File: src/stepper_ctrl_pkg.sv
// shared types and constants of the stepper position controller
package stepper_ctrl_pkg;

	localparam int CLK_PERIOD_NS = 5;
	localparam int STEP_UNIT_NS = 1000;
	localparam int STEP_UNIT_CYC = (STEP_UNIT_NS + CLK_PERIOD_NS - 1) / CLK_PERIOD_NS;

	localparam logic [10:0] SAFE_POS_DISABLED = 11'h400;
	localparam logic [15:0] TARGET_RESET = 16'h0000;
	localparam logic [15:0] ACTUAL_RESET = 16'h0000;
	localparam int SAFE_POS_LSBS = 5;
	localparam logic [4:0] SAFE_POS_FILL = 5'h00;
	localparam logic ramp_shape_ACCEL = 1'b0;
	localparam logic ramp_shape_FLAT = 1'b1;

	typedef enum logic [3:0] {
		CMD_NONE       = 4'h0,
		CMD_READ_ONE   = 4'h1,
		CMD_READ_TWO   = 4'h2,
		CMD_WRITE_CFG  = 4'h3,
		CMD_SET_TARGET = 4'h4,
		CMD_GOTO_SAFE  = 4'h5,
		CMD_INIT_RUN   = 4'h6,
		CMD_CLEAR_POS  = 4'h7,
		CMD_RELOAD     = 4'h8,
		CMD_HARD_HALT  = 4'h9,
		CMD_SOFT_HALT  = 4'ha
	} cmd_code_t;

	typedef enum logic [5:0] {
		ST_SHUTDOWN = 6'h01,
		ST_STOPPED  = 6'h02,
		ST_MOVING   = 6'h04,
		ST_INIT     = 6'h08,
		ST_ABRUPT   = 6'h10,
		ST_RAMPED   = 6'h20
	} motion_state_t;

	typedef struct packed {
		logic        ramp_shape_sel;
		logic [3:0]  run_current;
		logic [3:0]  hold_current;
		logic [3:0]  start_velocity;
		logic [3:0]  top_velocity;
		logic        motor_direction;
		logic [3:0]  accel_rate;
		logic [10:0] safe_position;
		logic [1:0]  microstep_sel;
	} motor_cfg_t;

	typedef struct packed {
		cmd_code_t   code;
		motor_cfg_t  cfg;
		logic [15:0] target;
		logic [15:0] second_target;
		logic        init_start_given;
		logic        init_top_given;
	} cmd_t;

	typedef struct packed {
		logic       supply_reset_flag;
		logic       overheat_shutdown_flag;
		logic       hard_stop_flag;
		logic       lost_step_flag;
		logic       stop_flag;
		logic       safe_position_valid;
		motor_cfg_t cfg;
	} status_one_t;

	typedef struct packed {
		logic [15:0] actual_position;
		logic [15:0] target_position;
		logic [10:0] safe_position;
		logic [1:0]  microstep_sel;
	} status_two_t;

endpackage

File: src/stepper_position_state_control.sv
// position-controller state machine and parameter ram of the stepper controller
// Operation
// - after reset sit in shutdown until a status-one read has been taken
// - init run uses its own parameter set, unspecified ones copied from ram
// - second init motion forces flat ramp; reloads apply to ram only
// - status-one read reports ram start and top velocity, not init values
// - shutdown is left only when overheat and hard-stop flags are clear
// - fault flags clear on status-one read only when condition is gone
// - config writes during init run do not touch that run
// - safe position valid unless register holds most negative code
// - stop flag set on leaving halt states, cleared first edge in stopped
// - stopped with position mismatch resumes moving, lowest priority
// - lost step blocks set-target and goto-safe commands in every state
// - other commands still run while lost step is set
// - lost step flag clears only through a status-one read
// - ram parameters load from otp defaults with ramp select forced to accel; all but safe position and microstep stay writable
// - actual position is 16-bit signed, readable, clearable
// - target position 16-bit signed, resets to zero, written by set-target
// - ramp select zero accelerates with accel rate, one runs at start velocity
// - run current during motion, hold current at standstill
// - velocity and accel fields 4 bits, direction 1 bit, microstep 2 bits
`timescale 1ns/1ps
module stepper_position_state_control
	import stepper_ctrl_pkg::*;
#(
	parameter int UNIT_CYC = STEP_UNIT_CYC
) (
	// clock and reset
	input  wire logic          clk_sys,
	input  wire logic          rst_n,
	// command port from the serial front end
	input  wire logic          cmd_valid,
	input  wire cmd_t          cmd,
	// one-time-programmable defaults
	input  wire motor_cfg_t    otp_cfg,
	// analog fault pins
	input  wire logic          overtemp_pin,
	input  wire logic          undervolt_pin,
	input  wire logic          elec_defect_pin,
	input  wire logic          pump_fail_pin,
	// read answers
	output logic               resp_one_valid,
	output status_one_t        resp_one,
	output logic               resp_two_valid,
	output status_two_t        resp_two,
	// motion and coil outputs
	output motion_state_t      state,
	output logic [15:0]        actual_position,
	output logic [15:0]        target_position,
	output logic               step_pulse,
	output logic               step_dir,
	output logic [3:0]         coil_current,
	output logic               bridge_enable,
	output logic               safe_position_valid
);

	function automatic logic safe_enabled(input logic [10:0] pos);
		safe_enabled = (pos != SAFE_POS_DISABLED);
	endfunction

	// fault pins come from the analog side, so two flops first
	logic [3:0] fault_meta;
	logic [3:0] fault_sync;
	always_ff @(posedge clk_sys or negedge rst_n) begin
		if (!rst_n) begin
			fault_meta <= 4'h0;
			fault_sync <= 4'h0;
		end else begin
			fault_meta <= {overtemp_pin, undervolt_pin, elec_defect_pin, pump_fail_pin};
			fault_sync <= fault_meta;
		end
	end
	logic overtemp;
	logic elec_fault;
	assign overtemp = fault_sync[3];
	assign elec_fault = |fault_sync[2:0];

	// command decode
	logic do_read1, do_read2, do_write, do_set, do_safe, do_init, do_clear, do_reload;
	logic do_hard, do_soft;
	always_comb begin
		do_read1 = cmd_valid && cmd.code == CMD_READ_ONE;
		do_read2 = cmd_valid && cmd.code == CMD_READ_TWO;
		do_write = cmd_valid && cmd.code == CMD_WRITE_CFG;
		do_set = cmd_valid && cmd.code == CMD_SET_TARGET;
		do_safe = cmd_valid && cmd.code == CMD_GOTO_SAFE;
		do_init = cmd_valid && cmd.code == CMD_INIT_RUN;
		do_clear = cmd_valid && cmd.code == CMD_CLEAR_POS;
		do_reload = cmd_valid && cmd.code == CMD_RELOAD;
		do_hard = cmd_valid && cmd.code == CMD_HARD_HALT;
		do_soft = cmd_valid && cmd.code == CMD_SOFT_HALT;
	end

	// flags
	logic supply_reset_flag, overheat_flag, hard_stop_flag, lost_step_flag, stop_flag;
	logic read_seen;
	logic set_ok, safe_ok, target_state;
	assign target_state = state inside {ST_STOPPED, ST_MOVING, ST_INIT};
	assign set_ok = do_set && !lost_step_flag && target_state;
	assign safe_ok = do_safe && !lost_step_flag && target_state && safe_position_valid;

	// parameter ram and the separate init-run set
	motor_cfg_t ram, next_ram, init_cfg;
	logic       otp_loaded;
	logic       init_phase;
	logic [15:0] init_goal;
	logic [15:0] init_second;

	always_comb begin
		next_ram = ram;
		if (!otp_loaded || do_reload) begin
			next_ram = otp_cfg;
			next_ram.ramp_shape_sel = ramp_shape_ACCEL;
		end else if (do_write) begin
			// safe position and stepping mode come only from otp
			next_ram = cmd.cfg;
			next_ram.safe_position = ram.safe_position;
			next_ram.microstep_sel = ram.microstep_sel;
		end
	end

	// otp copy waits one edge after reset so no port feeds an async load
	always_ff @(posedge clk_sys or negedge rst_n) begin
		if (!rst_n) begin
			ram <= '0;
			otp_loaded <= 1'b0;
			safe_position_valid <= 1'b0;
		end else begin
			ram <= next_ram;
			otp_loaded <= 1'b1;
			safe_position_valid <= safe_enabled(next_ram.safe_position);
		end
	end

	// active motion parameters
	motor_cfg_t act;
	logic [15:0] goal;
	always_comb begin
		act = (state == ST_INIT) ? init_cfg : ram;
		if (state == ST_INIT && init_phase)
			act.ramp_shape_sel = ramp_shape_FLAT;
		goal = (state == ST_INIT) ? init_goal : target_position;
	end

	// step timing: unit tick, step interval shrinks with velocity
	logic [$clog2(UNIT_CYC+1)-1:0] unit_cnt;
	logic       unit_tick;
	logic [4:0] step_cnt;
	logic [3:0] velocity;
	logic [3:0] accel_cnt;
	logic       moving, at_goal, step_now, soft_done;
	assign unit_tick = (unit_cnt == '0);
	assign moving = state inside {ST_MOVING, ST_INIT, ST_RAMPED};
	assign at_goal = (actual_position == goal);
	// no step on the edge that ends a ramped halt, else target lags actual by one
	assign step_now = moving && unit_tick && step_cnt == 5'h00 && !at_goal
		&& !(state == ST_RAMPED && soft_done);
	assign soft_done = (velocity <= act.start_velocity) || at_goal;

	// state transitions
	motion_state_t next_state;
	always_comb begin
		next_state = state;
		case (state)
			ST_SHUTDOWN: begin
				if (read_seen && !overheat_flag && !hard_stop_flag)
					next_state = ST_STOPPED;
			end
			ST_STOPPED: begin
				if (elec_fault || overtemp)
					next_state = ST_SHUTDOWN;
				else if (do_init)
					next_state = ST_INIT;
				else if (set_ok || safe_ok)
					next_state = ST_MOVING;
				else if (!stop_flag && actual_position != target_position)
					next_state = ST_MOVING;
			end
			ST_MOVING, ST_INIT: begin
				if (elec_fault || do_hard)
					next_state = ST_ABRUPT;
				else if (overtemp || (do_soft && state == ST_MOVING))
					next_state = ST_RAMPED;
				else if (at_goal && (state == ST_MOVING || init_phase))
					next_state = ST_STOPPED;
			end
			ST_RAMPED: begin
				if (elec_fault || do_hard)
					next_state = ST_ABRUPT;
				else if (soft_done)
					next_state = ST_STOPPED;
			end
			ST_ABRUPT: next_state = ST_STOPPED;
			default: next_state = ST_SHUTDOWN;
		endcase
	end

	always_ff @(posedge clk_sys or negedge rst_n) begin
		if (!rst_n)
			state <= ST_SHUTDOWN;
		else
			state <= next_state;
	end

	// init run snapshot and phase
	always_ff @(posedge clk_sys or negedge rst_n) begin
		if (!rst_n) begin
			init_cfg <= '0;
			init_phase <= 1'b0;
			init_goal <= 16'h0000;
			init_second <= 16'h0000;
		end else if (state != ST_INIT && next_state == ST_INIT) begin
			init_cfg <= ram;
			if (cmd.init_start_given)
				init_cfg.start_velocity <= cmd.cfg.start_velocity;
			if (cmd.init_top_given)
				init_cfg.top_velocity <= cmd.cfg.top_velocity;
			init_phase <= 1'b0;
			init_goal <= cmd.target;
			// second leg latched now; the command word moves on
			init_second <= cmd.second_target;
		end else if (state == ST_INIT && at_goal && !init_phase) begin
			init_phase <= 1'b1;
			init_goal <= init_second;
		end
	end

	// positions
	always_ff @(posedge clk_sys or negedge rst_n) begin
		if (!rst_n) begin
			target_position <= TARGET_RESET;
			actual_position <= ACTUAL_RESET;
		end else begin
			if (step_now)
				actual_position <= $signed(goal) > $signed(actual_position) ?
					actual_position + 16'h0001 : actual_position - 16'h0001;
			if (do_clear && state inside {ST_STOPPED, ST_SHUTDOWN}) begin
				target_position <= 16'h0000;
				actual_position <= 16'h0000;
			end else if ((state == ST_ABRUPT || state == ST_RAMPED) && next_state == ST_STOPPED)
				target_position <= actual_position;
			else if (set_ok)
				target_position <= cmd.target;
			else if (safe_ok)
				target_position <= {ram.safe_position, SAFE_POS_FILL};
		end
	end

	// velocity profile; no deceleration before the goal, the step simply stops
	always_ff @(posedge clk_sys or negedge rst_n) begin
		if (!rst_n) begin
			unit_cnt <= '0;
			step_cnt <= 5'h00;
			velocity <= 4'h0;
			accel_cnt <= 4'h0;
		end else begin
			unit_cnt <= unit_tick ? ($bits(unit_cnt))'(UNIT_CYC - 1) : unit_cnt - 1'b1;
			if (!moving) begin
				velocity <= act.start_velocity;
				step_cnt <= 5'h00;
				accel_cnt <= 4'h0;
			end else if (unit_tick) begin
				if (step_cnt != 5'h00)
					step_cnt <= step_cnt - 5'h01;
				else if (!at_goal) begin
					step_cnt <= 5'h10 - {1'b0, velocity};
					accel_cnt <= accel_cnt + 4'h1;
					if (accel_cnt == ~act.accel_rate) begin
						accel_cnt <= 4'h0;
						if (state == ST_RAMPED) begin
							if (velocity != 4'h0)
								velocity <= velocity - 4'h1;
						end else if (act.ramp_shape_sel == ramp_shape_ACCEL
							&& velocity < act.top_velocity)
							velocity <= velocity + 4'h1;
					end
					if (act.ramp_shape_sel == ramp_shape_FLAT && state != ST_RAMPED)
						velocity <= act.start_velocity;
				end
			end
		end
	end

	// flags; a hardware set always wins over the clear of a read
	always_ff @(posedge clk_sys or negedge rst_n) begin
		if (!rst_n) begin
			supply_reset_flag <= 1'b1;
			overheat_flag <= 1'b0;
			hard_stop_flag <= 1'b0;
			lost_step_flag <= 1'b0;
			read_seen <= 1'b0;
		end else begin
			if (do_read1)
				supply_reset_flag <= 1'b0;
			if (do_read1)
				read_seen <= 1'b1;
			if (overtemp)
				overheat_flag <= 1'b1;
			else if (do_read1)
				overheat_flag <= 1'b0;
			if (elec_fault)
				hard_stop_flag <= 1'b1;
			else if (do_read1)
				hard_stop_flag <= 1'b0;
			if (next_state == ST_ABRUPT && state != ST_ABRUPT)
				lost_step_flag <= 1'b1;
			else if (do_read1)
				lost_step_flag <= 1'b0;
		end
	end

	always_ff @(posedge clk_sys or negedge rst_n) begin
		if (!rst_n)
			stop_flag <= 1'b0;
		else if (state inside {ST_ABRUPT, ST_RAMPED} && next_state != state)
			stop_flag <= 1'b1;
		else if (state == ST_STOPPED)
			stop_flag <= 1'b0;
	end

	// read answers carry flag values as they stood before the clear
	always_ff @(posedge clk_sys or negedge rst_n) begin
		if (!rst_n) begin
			resp_one_valid <= 1'b0;
			resp_two_valid <= 1'b0;
			resp_one <= '0;
			resp_two <= '0;
		end else begin
			resp_one_valid <= do_read1;
			resp_two_valid <= do_read2;
			if (do_read1)
				resp_one <= '{supply_reset_flag, overheat_flag, hard_stop_flag,
					lost_step_flag, stop_flag, safe_position_valid, ram};
			if (do_read2)
				resp_two <= '{actual_position, target_position,
					ram.safe_position, ram.microstep_sel};
		end
	end

	// coil side
	always_ff @(posedge clk_sys or negedge rst_n) begin
		if (!rst_n) begin
			step_pulse <= 1'b0;
			step_dir <= 1'b0;
			coil_current <= 4'h0;
			bridge_enable <= 1'b0;
		end else begin
			step_pulse <= step_now;
			step_dir <= ($signed(goal) > $signed(actual_position)) ^ act.motor_direction;
			coil_current <= moving ? act.run_current : act.hold_current;
			bridge_enable <= (state != ST_SHUTDOWN);
		end
	end
endmodule

File: config.mk
export PLATFORM = sky130hd
export DESIGN_NAME = stepper_position_state_control
export DESIGN_NICKNAME = d
export VERILOG_FILES = /design/src/stepper_ctrl_pkg.sv /design/src/stepper_position_state_control.sv
export SDC_FILE = /design/constraint.sdc
export NUM_CORES = 1
export LEC_CHECK = 0
export ABC_AREA = 0
export BUFFER_PORTS_ARGS = -buffer_cell sky130_fd_sc_hd__buf_2
export CORE_MARGIN = 10
export CORE_UTILIZATION = 46
export CTS_CLUSTER_SIZE = 12
export DETAILED_ROUTE_END_ITERATION = 12
export GPL_TIMING_DRIVEN = 1
export PLACE_DENSITY = 0.68
export SLEW_MARGIN = 10
export SYNTH_ARGS = -nofsm -noshare
export SYNTH_HDL_FRONTEND = slang
export SYNTH_SLANG_ARGS = --single-unit
File: constraint.sdc
create_clock -name clk_sys -period 15.6 [get_ports clk_sys]
set_input_delay 1.56 -clock clk_sys [delete_from_list [all_inputs] [get_ports clk_sys]]
set_output_delay 1.56 -clock clk_sys [all_outputs]
set_load 0.01 [all_outputs]
==> qor.yml <==
routedWlPerCell_um: 19.7
slowest_delay_ns: 0.73
rsz0062_at_grt: "false"
root_buffer: "clkbuf_16"
netlist_area_sq_um: 12800
netlist.top_cell.by_area: "dfrtp_1"
hold_viol: 0
io_buffers: 234
synth_edf_count: 0
nFillCells: 2409
postSynthCellCount: 1242
globalplace.congestion: 0.877
grt_pass1_vias: 10157
holdBufCountCts: 0
syn-num-nets: 1405
hpwl_um: 26500
die_height_um: 187
yosysTopAreaCellShare_pct: 49.8
dr.first_iter.drc_count: 706
period_share_pct: 42.4
cp-end-kind: "register"
relSlewSlack_pct: 29.8
drive_gt1_share_pct: 27.9
fp.dieW_um: 187
first_pass_iters: 5
final_common_cell: "dfrtp_1"
synth-async-reset-ratio_pct: 100
power.density_nw_per_um2: 126
critical_path_class: "reg2reg"
slowest_stage: "or4_1"
grt_overflow: 0
start_util_pct: 47.1
route.detailed.drc: 0
start_kind: "register"
irDropWorstVdd_mv: 0.113
hold_path_class: "reg2reg"
synth-seq-cells: 256
path_delay_family: "simple AND/OR/NAND/NOR gates"
crit_required_ns: 15.99
grt_use_total_pct: 20.4
cts_sinks: 256
cp_num_buf_inv: 2
max_freq_mhz: 151
utilization_pct: 56.4
wl_um: 36700
yosys-top-cells-area: "dfrtp_1 (50%), mux2_2 (8.9%), nand2_1 (6.9%)"
core-area_sq_um: 27100
worstPathArrival_ns: 7.01
yosysSeqAreaShare_pct: 50.2
cts_tree: "built"
mostFrequentLayoutCells: "dfrtp_1 (254), buf_2 (233), nand2_1 (230)"
syn_avg_cell_area_sq_um: 10.3
max-clock-path-buffers: 3
worstSkewPairLatency_ns: 0.57
synthToLayoutAreaGrowth_pct: 19.9
yosys_warnings: 0
maxCapViolCount: 0
setup_viol: 0
antenna_found_initial: 5
path_clk_slew_ns: 0.06
skew_ns: 0.0253
vias: 10128
die-area_sq_um: 34800
worst_path_most_repeated_cell: "a21oi_1"
ios: 249
grt_max_degree: 119
cp_max_fo: 39
run_status: "finished, final reports clean"
min_period_ns: 6.62
synthFlopType: "dfrtp_1"
fin_ws_ns: 8.98
htree_levels: 1
worst_slew_pin_slew_ns: 1.05
path_cells: "nor4_4 -> nand2_2 -> mux2_2 -> ha_1 -> nand4_1 -> or4_1 -> inv_1 -> a31oi_1 -> o21ai_1 -> buf_4 -> ha_1 -> a21oi_1 -> a21oi_1 -> o31a_1 -> o41ai_1 -> o2111ai_1 -> a21oi_1 -> xor2_1 -> o21ai_0"
num_rows: 60
setup_tns_ns: 0
maxSlewViolCount: 0
post_cts_buffers: 0
leakagePower_nw: 7.77
ant_nets: 0
ctsResizeCount: 0
routed_via_density: 5.45
place_ws_ns: 9.07
ys_types: 65
cts_made_buffers: 29
grt_pass1_wl_um: 58200
layout.nets: 1624
## worst reg2reg max path: stages (launching register included)
cell	delay (ns)
dfrtp_1	0.52
nor4_4	0.61
nand2_2	0.71
mux2_2	0.54
ha_1	0.33
nand4_1	0.14
or4_1	0.73
inv_1	0.19
a31oi_1	0.06
o21ai_1	0.08
buf_4	0.28
ha_1	0.32
a21oi_1	0.22
a21oi_1	0.12
o31a_1	0.31
o41ai_1	0.60
o2111ai_1	0.24
a21oi_1	0.22
xor2_1	0.15
o21ai_0	0.08
## per-layer routing
layer  wire length (um)  vias to the layer above  global-route usage (%)
li1                   -                     4802                       -
met1              15900                     5000                    26.6
met2              17400                      257                    32.8
met3               2400                       63                    5.14
met4                896                        6                    5.83
met5                 34                        -                       0
## worst paths after layout
kind                               start                   to  slack, ns  cells past startpoint
max                             state[2]  actual_position[14]       8.98                     19
min                        fault_meta[2]        fault_sync[2]       0.34                      0
max reg2reg                     state[2]  actual_position[14]       8.98                     19
min reg2reg                fault_meta[2]        fault_sync[2]       0.34                      0
max in group asynchronous          rst_n          unit_cnt[6]      12.96                      2
min in group asynchronous          rst_n         resp_one[35]       1.06                      1
## synth_stat cells (5+ instances only)
master and count:
inv_1 31, or2_2 5, nand3_1 35, a31oi_1 8
nand4_1 10, nand2_1 233, buf_1 9, a21o_1 12
mux2_2 101, a211oi_1 7, o21ai_0 81, nand4b_1 8
dfrtp_1 254, ha_1 46, mux2i_1 66, xnor2_1 23
nor2b_1 10, o211ai_1 18, nor3_1 18, a21oi_1 57
nand2b_1 10, xor2_1 14, or3_1 7, nor2_1 57
clkbuf_1 45
## cells by family after synthesis
group           synth area share, %
compound gates                 10.3
fa+ha+maj                      4.82
mux                            14.1
other cells                  0.0294
buf+inv                        2.80
xor+xnor                       2.54
flops                          50.2
simple gates                   15.2
## through the flow
stage / hold WS, ns / instance area, sq um / cells / total power, mW
6_report: 0.342 / 15300 / 1857 / 1.93
5_1_grt: 0.349 / 15300 / 1857 / 2.04
4_1_cts: 0.345 / 15300 / 1855 / 1.95
3_3_place_gp: 0.332 / 14300 / 1802 / 1.23
3_5_place_dp: 0.335 / 14300 / 1802 / 1.24
2_1_floorplan: 0.331 / 12800 / 1242 / 1.07
## sequential cells by signal, indices dropped and copies added, names as in the netlist, 6 cells and up
name,flops
init_cfg,18
target_position,16
actual_position,16
ram,35
resp_two,45
init_second,16
state,6
unit_cnt,8
resp_one,41
init_goal,16
## final cells by class
type	instances	area (sq um)	share of cell area (%)
repair buffers	247	1280	8.36
flip-flops and latches	256	6410	41.9
well taps	372	465	3.04
inverters	33	124	0.810
clock inverters	10	145	0.949
diodes	2	5.00	0.0327
clock buffers	43	858	5.61
multi-input cells	894	6010	39.3
## power by group
part | internal (mW) | total (mW) | switching, mW
Sequential | 0.736 | 0.809 | 0.0724
Clock | 0.430 | 0.707 | 0.277
Combinational | 0.186 | 0.419 | 0.233
Note: power is estimated with default switching activity, not from simulation.
